$ cat src/core/trx_state_pkg.sv
// Constants and types for the transceiver top-level state controller
package trx_state_pkg;
    // Mode pin encodings {radio_mode_select, power_mode_select}
    localparam logic [1:0] MODE_STANDBY = 2'h1;
    localparam logic [1:0] MODE_RADIO = 2'h3;
    // Direction select bit position in the mode control word
    localparam int DIR_BIT_POS = 3;
    localparam logic DIR_RX = 1'h0;
    localparam logic DIR_TX = 1'h1;
    // Mode control word width and reset value
    localparam int MODE_CTRL_W = 16;
    localparam logic [15:0] MODE_CTRL_RST = 16'h0000;
    // Clock output divider: half period in system clocks
    localparam logic [3:0] CLK_OUT_HALF = 4'h4;
    // Receive sampling clock: half period in system clocks
    localparam logic [3:0] RX_CLK_HALF = 4'h4;
    // Top-level states
    typedef enum logic [2:0] {
        ST_SLEEP,
        ST_STANDBY,
        ST_RADIO,
        ST_CAL,
        ST_TEMP
    } top_state_e;
endpackage
$ cat src/core/transceiver_mode_state_control.sv
// Top-level operating-state control of the transceiver digital core
`timescale 1ns/1ps
`default_nettype none
module transceiver_mode_state_control
    import trx_state_pkg::*;
(
    // Clock and reset
    input wire logic sys_clk,
    input wire logic srst,
    // Mode pins
    input wire logic power_mode_select,
    input wire logic radio_mode_select,
    // Mode control word from the serial control block
    input wire logic [MODE_CTRL_W-1:0] mode_ctrl,
    input wire logic mode_ctrl_wr,
    // Sub-state requests from calibration and temperature blocks
    input wire logic cal_busy,
    input wire logic temp_busy,
    // Datapath side
    input wire logic rx_data,
    input wire logic carrier_detect,
    input wire logic rx_sync,
    input wire logic fifo_event,
    output logic tx_data,
    output logic tx_mod_enable,
    // Shared data pin
    input wire logic shared_data_pin_in,
    output logic shared_data_pin_out,
    output logic shared_data_pin_oe,
    // Enable/detect pin
    input wire logic enable_detect_pin_in,
    output logic enable_detect_pin_out,
    output logic enable_detect_pin_oe,
    // Status and clock outputs
    output logic fifo_status_pin,
    output logic clock_output_pin,
    output logic rx_clock_pin,
    output logic receive_sync_pulse,
    // Power controls and state output
    output logic osc_enable,
    output logic analog_enable,
    output logic tx_power,
    output logic rx_power,
    output logic [2:0] state_out
);

    // State and pin history
    top_state_e state_reg;
    top_state_e state_next;
    logic pms_prev_reg;
    // Direction latch
    logic dir_reg;
    logic dir_next;
    // Clock output divider
    logic [3:0] clk_cnt_reg;
    logic [3:0] clk_cnt_next;
    logic clk_out_reg;
    logic clk_out_next;
    // Receive sampling clock divider
    logic [3:0] rx_cnt_reg;
    logic [3:0] rx_cnt_next;
    logic rx_clk_reg;
    logic rx_clk_next;
    // Registered pin data
    logic sync_reg;
    logic sync_next;
    logic sdo_reg;
    logic sdo_next;
    logic cd_reg;
    logic cd_next;
    logic fifo_reg;
    logic fifo_next;
    logic txd_reg;
    logic txd_next;
    logic txen_reg;
    logic txen_next;

    // Divider helpers shared by both clock outputs
    function automatic logic div_wrap(input logic [3:0] cnt, input logic [3:0] half);
        div_wrap = (cnt == half - 4'h1);
    endfunction

    function automatic logic [3:0] div_count(input logic [3:0] cnt, input logic wrap);
        if (wrap) begin
            div_count = 4'h0;
        end else begin
            div_count = cnt + 4'h1;
        end
    endfunction

    // State decode used across the pin logic
    function automatic logic is_state(input top_state_e cur, input top_state_e want);
        is_state = (cur == want);
    endfunction

    wire pms_rise = power_mode_select && !pms_prev_reg;
    wire in_sleep = is_state(state_reg, ST_SLEEP);
    wire in_radio = is_state(state_reg, ST_RADIO);
    wire in_cal = is_state(state_reg, ST_CAL);
    wire in_temp = is_state(state_reg, ST_TEMP);
    wire receiving = in_radio && (dir_reg == DIR_RX);
    wire transmitting = in_radio && (dir_reg == DIR_TX);
    wire radio_req = ({radio_mode_select, power_mode_select} == MODE_RADIO);
    wire osc_on = !in_sleep;
    wire clk_wrap = div_wrap(clk_cnt_reg, CLK_OUT_HALF);
    wire rx_wrap = div_wrap(rx_cnt_reg, RX_CLK_HALF);

    // Next state; power mode select low dominates everything
    always_comb begin
        state_next = state_reg;
        case (state_reg)
            ST_SLEEP: begin
                if (pms_rise) begin
                    state_next = ST_STANDBY;
                end
            end
            ST_STANDBY: begin
                if (cal_busy) begin
                    state_next = ST_CAL;
                end else if (temp_busy) begin
                    state_next = ST_TEMP;
                end else if (radio_req) begin
                    state_next = ST_RADIO;
                end
            end
            ST_RADIO: begin
                if (!radio_mode_select) begin
                    state_next = ST_STANDBY;
                end
            end
            ST_CAL: begin
                if (!cal_busy) begin
                    state_next = ST_STANDBY;
                end
            end
            ST_TEMP: begin
                if (!temp_busy) begin
                    state_next = ST_STANDBY;
                end
            end
            default: state_next = ST_SLEEP;
        endcase
        if (!power_mode_select) begin
            state_next = ST_SLEEP;
        end
    end

    // Next values; dividers stay cleared while their state is off
    assign dir_next = mode_ctrl_wr ? mode_ctrl[DIR_BIT_POS] : dir_reg;
    assign clk_cnt_next = osc_on ? div_count(clk_cnt_reg, clk_wrap) : 4'h0;
    assign clk_out_next = osc_on && (clk_out_reg ^ clk_wrap);
    assign rx_cnt_next = receiving ? div_count(rx_cnt_reg, rx_wrap) : 4'h0;
    assign rx_clk_next = receiving && (rx_clk_reg ^ rx_wrap);
    assign sync_next = receiving && rx_sync;
    assign sdo_next = receiving && rx_data;
    assign cd_next = receiving && carrier_detect;
    assign fifo_next = osc_on && fifo_event;
    assign txd_next = transmitting && shared_data_pin_in;
    assign txen_next = transmitting && enable_detect_pin_in;

    // Reset always lands in sleep
    always_ff @(posedge sys_clk) begin
        if (srst) begin
            state_reg <= ST_SLEEP;
        end else begin
            state_reg <= state_next;
        end
    end

    // Primed high so a pin held high through reset needs a fresh edge
    always_ff @(posedge sys_clk) begin
        if (srst) begin
            pms_prev_reg <= 1'b1;
        end else begin
            pms_prev_reg <= power_mode_select;
        end
    end

    always_ff @(posedge sys_clk) begin
        if (srst) begin
            dir_reg <= MODE_CTRL_RST[DIR_BIT_POS];
        end else begin
            dir_reg <= dir_next;
        end
    end

    // Clock output restarts in phase on every wake-up
    always_ff @(posedge sys_clk) begin
        if (srst) begin
            clk_cnt_reg <= 4'h0;
        end else begin
            clk_cnt_reg <= clk_cnt_next;
        end
    end

    always_ff @(posedge sys_clk) begin
        if (srst) begin
            clk_out_reg <= 1'b0;
        end else begin
            clk_out_reg <= clk_out_next;
        end
    end

    always_ff @(posedge sys_clk) begin
        if (srst) begin
            rx_cnt_reg <= 4'h0;
        end else begin
            rx_cnt_reg <= rx_cnt_next;
        end
    end

    always_ff @(posedge sys_clk) begin
        if (srst) begin
            rx_clk_reg <= 1'b0;
        end else begin
            rx_clk_reg <= rx_clk_next;
        end
    end

    // Pin data lags the datapath by one cycle; costs latency, avoids glitches
    always_ff @(posedge sys_clk) begin
        if (srst) begin
            sync_reg <= 1'b0;
        end else begin
            sync_reg <= sync_next;
        end
    end

    always_ff @(posedge sys_clk) begin
        if (srst) begin
            sdo_reg <= 1'b0;
        end else begin
            sdo_reg <= sdo_next;
        end
    end

    always_ff @(posedge sys_clk) begin
        if (srst) begin
            cd_reg <= 1'b0;
        end else begin
            cd_reg <= cd_next;
        end
    end

    always_ff @(posedge sys_clk) begin
        if (srst) begin
            fifo_reg <= 1'b0;
        end else begin
            fifo_reg <= fifo_next;
        end
    end

    always_ff @(posedge sys_clk) begin
        if (srst) begin
            txd_reg <= 1'b0;
        end else begin
            txd_reg <= txd_next;
        end
    end

    always_ff @(posedge sys_clk) begin
        if (srst) begin
            txen_reg <= 1'b0;
        end else begin
            txen_reg <= txen_next;
        end
    end

    // Pins turn round with direction; drive only while receiving
    assign shared_data_pin_oe = receiving;
    assign shared_data_pin_out = sdo_reg;
    assign enable_detect_pin_oe = receiving;
    assign enable_detect_pin_out = cd_reg;
    assign tx_data = txd_reg;
    assign tx_mod_enable = txen_reg;
    assign receive_sync_pulse = sync_reg;
    assign rx_clock_pin = rx_clk_reg;
    assign fifo_status_pin = fifo_reg;
    assign clock_output_pin = clk_out_reg;
    assign osc_enable = osc_on;
    assign analog_enable = in_radio || in_cal || in_temp;
    assign tx_power = transmitting;
    assign rx_power = receiving;
    assign state_out = state_reg;

endmodule // transceiver_mode_state_control
`default_nettype wire

$ cat config.mk
export PLATFORM = sky130hd
export DESIGN_NAME = transceiver_mode_state_control
export DESIGN_NICKNAME = d
export VERILOG_FILES = /design/src/core/trx_state_pkg.sv /design/src/core/transceiver_mode_state_control.sv
export SDC_FILE = /design/constraint.sdc
export NUM_CORES = 1
export LEC_CHECK = 0
export BUFFER_PORTS_ARGS = -buffer_cell sky130_fd_sc_hd__buf_2
export CAP_MARGIN = 20
export CORE_MARGIN = 8
export CORE_UTILIZATION = 40
export CTS_CLUSTER_DIAMETER = 60
export CTS_CLUSTER_SIZE = 24
export DETAILED_ROUTE_END_ITERATION = 16
export HOLD_SLACK_MARGIN = 0.15
export PLACE_DENSITY_LB_ADDON = 0.3
export SYNTH_ARGS = -nofsm -noshare
export SYNTH_HDL_FRONTEND = slang
export SYNTH_SLANG_ARGS = --single-unit
$ cat constraint.sdc
create_clock -name sys_clk -period 1.78 [get_ports sys_clk]
set_clock_uncertainty 0.1 [all_clocks]
set_input_delay 0 -clock sys_clk [delete_from_list [all_inputs] [get_ports sys_clk]]
set_output_delay 0 -clock sys_clk [all_outputs]
set_load 0.01 [all_outputs]
==> results_dict.tcl, run 1 <==
set metrics [dict create \
    status "completed" \
    cts_root_buffer "clkbuf_4" \
    grt_pass1_vias 758 \
    fin_tns_setup_ps 0 \
    post_synth_num_cell_types 32 \
    cts_max_level 1 \
    first_pass_iters 2 \
    whs_ps 325 \
    first_pass_grt_wire_length_mm 3.34 \
    insertedDiodeCount 0 \
    synth_edf_count 0 \
    crit_chain "mux2i_1 > nor4_1 > dlygate4sd3_1" \
    slew_headroom 0.698 \
    r2r_slack_ps 110 \
    design.die.area_um2 4010 \
    place_congestion 0.749 \
    async_s_r_ff_share_synth 0 \
    critical_path.max_fanout 13 \
    slew_violations 0 \
    drt_iter0_markers 11 \
    tritoncts_clock_tree "yes" \
    per_cell_routed_wire_length_um 12.5 \
    p_sw_frac 0.228 \
    yosysWarnings 0 \
    grt-busiest-layer "met2" \
    share_of_the_yosys_chip_area_belonging_to_registers 0.469 \
    cts-buffers-inserted 3 \
    ctsResizeCount 0 \
    rsz0062_at_grt "false" \
    die_w_um 63.3 \
    grt_max_degree 14 \
    postSynthRegisterBits 21 \
    design.core.area_um2 2170 \
    critPathRequiredTime_ps 1890 \
    worst_ir_drop_vdd_uv 373 \
    power.share.clock 0.293 \
    grt.met3_usage 0.0336 \
    slowest_cell_on_the_critical_path "dfxtp_1" \
    synth_compound_gate_area_share 0.0349 \
    io_buffer_count 30 \
    cell_rows 17 \
    power.switching_w 0.000179 \
    hold_path.class "in2reg" \
    detail_route.wirelength_mm 2.03 \
    power_frac_comb 0.093 \
    total_leakage_power_nw 0.545 \
    ant_nets 0 \
    post-route-period-util 0.936 \
    largest_stage_delay_worst_path_ps 600 \
    critical_path_type "reg2reg" \
    avgViaCountPerCell 4.56 \
    final_net_count 167 \
    detailed_place_hpwl_mm 1.48 \
    per_instance_average_area_after_synthesis_um2 10.1 \
    synth_xor_area_frac 0.0391 \
    drv_cap 0 \
    clock_sinks 21 \
    seq_power_share 0.614 \
    max_freq_mhz 600 \
    total_congestion_overflow_after_global_routing 0 \
    vias 744 \
    yosys-mux-area-fraction 0.0349 \
    groute.layer.met1.usage 0.103 \
    area_growth_syn_to_layout_pct 37.8 \
    internal_power_w 0.000607 \
    synth_top_family_by_area "simple AND/OR/NAND/NOR gates" \
    groute.layer.met2.usage 0.183 \
    synthSimpleGateAreaFrac 0.351 \
    end_kind "flip-flop" \
    syn-num-nets 120 \
    worstSetupStartpointType "flip-flop" \
    synthAdderAreaFrac 0.0279 \
    fin_crit_ps 1670 \
    drc 0 \
    floorplan.initialDensity 0.413 \
    worstSkewPairLatency_ps 300 \
    cts_hold_buffers 15 \
    max-clock-path-buffers 2 \
    synthesis.area_um2 896 \
    finalSetupViolations 0 \
    clk_pin_slew_worst_paths_ps 120 \
    groute.usage.overall 0.104 \
    share_of_cells_above_drive_strength_1 0.348 \
    p_per_area_nw_per_um2 636 \
    endpoints_failing_hold 0 \
    antenna_found_initial 0 \
    synthCells 89 \
    tightestPinTransition_ps 452 \
    timing.critical_path.arrival_ps 1770 \
    ys.flop_type "dfxtp_1" \
    die_h_um 63.3 \
    pin_count 46 \
    postCtsSetupRepairBufs 0 \
]
[synthesized netlist by cell type, types with 2 or more instances]
cell,instances,share of area
nor2_1,8,0.034
nand2_1,3,0.013
nor3b_1,4,0.034
inv_1,2,0.0084
nor4_1,3,0.021
xnor2_1,2,0.020
and2_1,5,0.035
nand3b_1,4,0.034
or3b_2,2,0.020
dfxtp_1,21,0.47
nand3_1,2,0.011
a21oi_1,4,0.022
mux2i_1,2,0.022
nand2b_1,4,0.028
xor2_1,2,0.020
buf_4,2,0.017
and2b_2,2,0.020
nor3_1,2,0.011
ha_1,2,0.028
[kinds of logic after synthesis]
logic type	after synthesis
and+or+nand+nor	47
DFF	21
AOI/OAI and AO/OA	6
buffers and inverters	6
xor gates and xnor gates	4
muxes	3
adders and majority gates	2
[path summary, 6_finish.rpt]
| kind | start | to | cells past startpoint |
|---|---|---|---|
| min | carrier_detect | enable_detect_pin_out | 3 |
| max reg2reg | state_out[0] | state_out[2] | 3 |
| max | state_out[0] | state_out[2] | 3 |
| min reg2reg | clk_cnt_reg[0] | clk_cnt_reg[0] | 1 |
[cell usage in the layout (no fill, tap or decap), drive strengths merged, types with 2 or more instances in the layout]
master        n
a21oi         4
and2          5
and2b         2
buf          31
clkbuf        3
dfxtp        21
dlygate4sd3  15
ha            2
inv           2
mux2i         2
nand2         3
nand2b        5
nand3         2
nand3b        4
nor2          8
nor3          3
nor3b         5
nor4          3
or3b          2
xnor2         2
xor2          2
[power groups by stage]
stage,Sequential (W),Combinational (W),Clock (W)
2_1_floorplan,0.000490,0.0000259,0
3_3_place_gp,0.000492,0.0000472,0
3_5_place_dp,0.000493,0.0000486,0
4_1_cts,0.000482,0.0000731,0.000244
5_1_grt,0.000484,0.0000807,0.000261
6_report,0.000482,0.0000733,0.000230
[stage by stage]
step	setup slack (ps)	util	instance area [um2]	total power [W]	std cells
after floorplan	344	-	896	0.000516	89
after global placement	313	0.487	1060	0.000540	144
after detailed placement	282	0.487	1060	0.000542	144
after CTS	118	0.569	1230	0.000799	163
after global routing	2.24	0.569	1230	0.000825	163
final	113	0.569	1230	0.000785	163
[worst max-delay path: cells and delay by family, from the launching register on]
kind	cells	cell delay (ps)
flip-flops	1	600
buffers and inverters	1	570
multiplexers	1	250
AND/OR/NAND/NOR	1	60
[metal layers]
layer,vias to the layer above,share of wire
met5,-,0
met4,0,0.021
met3,4,0.048
met2,16,0.54
met1,329,0.39
li1,395,-
[layout make-up]
type	count	area, um2
fillers	202	935
well taps	28	35.0
inverters	2	7.51
repair buffers	46	308
clock inverters	1	5.00
flip-flops and latches	21	420
clock buffers	3	22.5
multi-input cells	62	437
Note: power is estimated with default switching activity, not from simulation.
==> inputs of run 2 (changes only) <==
SETUP_SLACK_MARGIN = 0.15   (was default)
==> run 2 against run 1 <==
- setup slack gained 190 ps
- clock power is essentially flat
- cell area shrank 0.61%
- wire length grew 0.20%
- total power grew 0.41%
- critical path depth shrank 1
- largest cell class unchanged
- largest power group unchanged
==> results_dict.tcl, run 2 (synthesis results as in run 1) <==
set metrics [dict create \
    status "completed" \
    largest_stage_delay_worst_path_ps 510 \
    drv_cap 0 \
    vias 750 \
    finalSetupViolations 0 \
    max_freq_mhz 676 \
    ant_nets 0 \
    area_growth_syn_to_layout_pct 37.0 \
    p_per_area_nw_per_um2 643 \
    antenna_found_initial 0 \
    power_frac_comb 0.093 \
    critical_path_buf_inv_count 1 \
    cell_rows 17 \
    post-route-period-util 0.831 \
    seq_power_share 0.612 \
    cts_max_level 1 \
    first_pass_grt_wire_length_mm 3.33 \
    floorplan.initialDensity 0.413 \
    first_pass_iters 4 \
    io_buffer_count 30 \
    endpoints_failing_hold 0 \
    total_of_fill_cells_in_the_finished_design 201 \
    detailed_place_hpwl_mm 1.48 \
    max-clock-path-buffers 2 \
    worstSetupStartpointType "flip-flop" \
    final_cell_mix "buf_2 (30), dfxtp_1 (19), dlygate4sd3_1 (14), nor2_1 (8), and2_1 (5)" \
    slew_violations 0 \
    critical_path.top_delay_family "simple AND/OR/NAND/NOR gates" \
    top_layer_used "met4" \
    die_h_um 63.3 \
    slowest_cell_on_the_critical_path "or3_2" \
    cts-buffers-inserted 3 \
    timing.critical_path.arrival_ps 1380 \
    postCtsSetupRepairBufs 0 \
    layoutNonFillerInstCount 162 \
    final-seq-area_um2 423 \
    power.share.clock 0.296 \
    rsz0062_at_grt "false" \
    hold_path.class "in2reg" \
    groute.usage.overall 0.104 \
    critical_path_type "reg2out" \
    layout_commonest_cell "buf_2" \
    worstReg2RegStart "state_out[2]" \
    met3_length_um 95 \
    per_cell_routed_wire_length_um 12.6 \
    pin_count 46 \
    internal_power_w 0.000607 \
    critical_path.max_fanout 13 \
    detail_route.wirelength_mm 2.03 \
    cts_root_buffer "clkbuf_4" \
    tritoncts_clock_tree "yes" \
    crit_path_start "state_out[0]" \
    finalPower_w 0.000789 \
    design.core.area_um2 2170 \
    p_sw_frac 0.231 \
    grt_pass1_vias 755 \
    total_leakage_power_nw 0.539 \
    numPlacedInstances 144 \
    fin_crit_ps 1480 \
    power.switching_w 0.000182 \
    fin_tns_setup_ps 0 \
    met2RoutedLength_mm 1.10 \
    place_congestion 0.749 \
    insertedDiodeCount 0 \
    end_kind "output port" \
    slew_headroom 0.698 \
    die_w_um 63.3 \
    clk_pin_slew_worst_paths_ps 120 \
    drt_iter0_markers 10 \
    final_net_count 166 \
    total_congestion_overflow_after_global_routing 0 \
    avgViaCountPerCell 4.63 \
    met1Wirelength_um 798 \
    critPathRequiredTime_ps 1680 \
    worst_ir_drop_vdd_uv 373 \
    holdCritStartpoint "carrier_detect" \
    drc 0 \
    grt_max_degree 14 \
    crit_chain "or3_2 > buf_2" \
    design.die.area_um2 4010 \
    share_of_cells_above_drive_strength_1 0.366 \
    clock_sinks 21 \
    worstSkewPairLatency_ps 300 \
    tightestPinTransition_ps 453 \
    multi_input_comb_area_um2 437 \
]
run 2: cell count changes in the layout (fill, tap and decap cells not counted), sizes merged:
cell	delta
dlygate4sd3	-1
run 2: path summary, 6_finish.rpt:
check	slack, ps	cells past startpoint	end
worst min-delay path	320	3	enable_detect_pin_out
worst min register to register	390	1	clk_cnt_reg[0]
worst max register to register	360	3	rx_cnt_reg[1]
worst max-delay path	300	2	osc_enable
run 2: final cells by class:
type,instances,share of cell area
multi-input combinational,62,0.356
clock inverter,1,0.00408
tap,28,0.0285
clock buffer,3,0.0183
inverter,2,0.00612
timing repair buffer,45,0.243
sequential,21,0.345
run 2: worst register-to-register path, cell delays in order (launching register included):
cell	delay [ps]
dfxtp_1	420
nand2b_4	210
or4_4	470
nor3b_2	160
run 2: power groups by stage:
stage / logic, W / clock network (W) / registers (W)
floorplan: 0.0000259 / 0 / 0.000490
global placement: 0.0000472 / 0 / 0.000492
detailed placement: 0.0000486 / 0 / 0.000493
CTS: 0.0000729 / 0.000244 / 0.000482
global route: 0.0000805 / 0.000261 / 0.000484
finish: 0.0000732 / 0.000233 / 0.000482
run 2: repair_timing:
item | in CTS | in global routing
hold buffers | 14 | 0
gates resized for setup | 0 | 2
endpoints found under the setup margin | 0 | 4
hold endpoints to repair | 21 | 0
run 2: metrics by stage:
| stage | hold WS [ps] | worst slack (ps) | instance area, um2 | utilization |
|---|---|---|---|---|
| after floorplan | -27.6 | 344 | 896 | - |
| after global placement | 101 | 313 | 1060 | 0.487 |
| after detailed placement | 105 | 282 | 1060 | 0.487 |
| after CTS | 317 | 200 | 1220 | 0.565 |
| after global routing | 322 | 160 | 1230 | 0.566 |
| final | 324 | 300 | 1230 | 0.566 |
run 2: routing by layer:
metal	track usage	up-vias
met5	0	-
met4	0.0669	0
met3	0.0336	4
met2	0.183	16
met1	0.102	337
li1	-	393
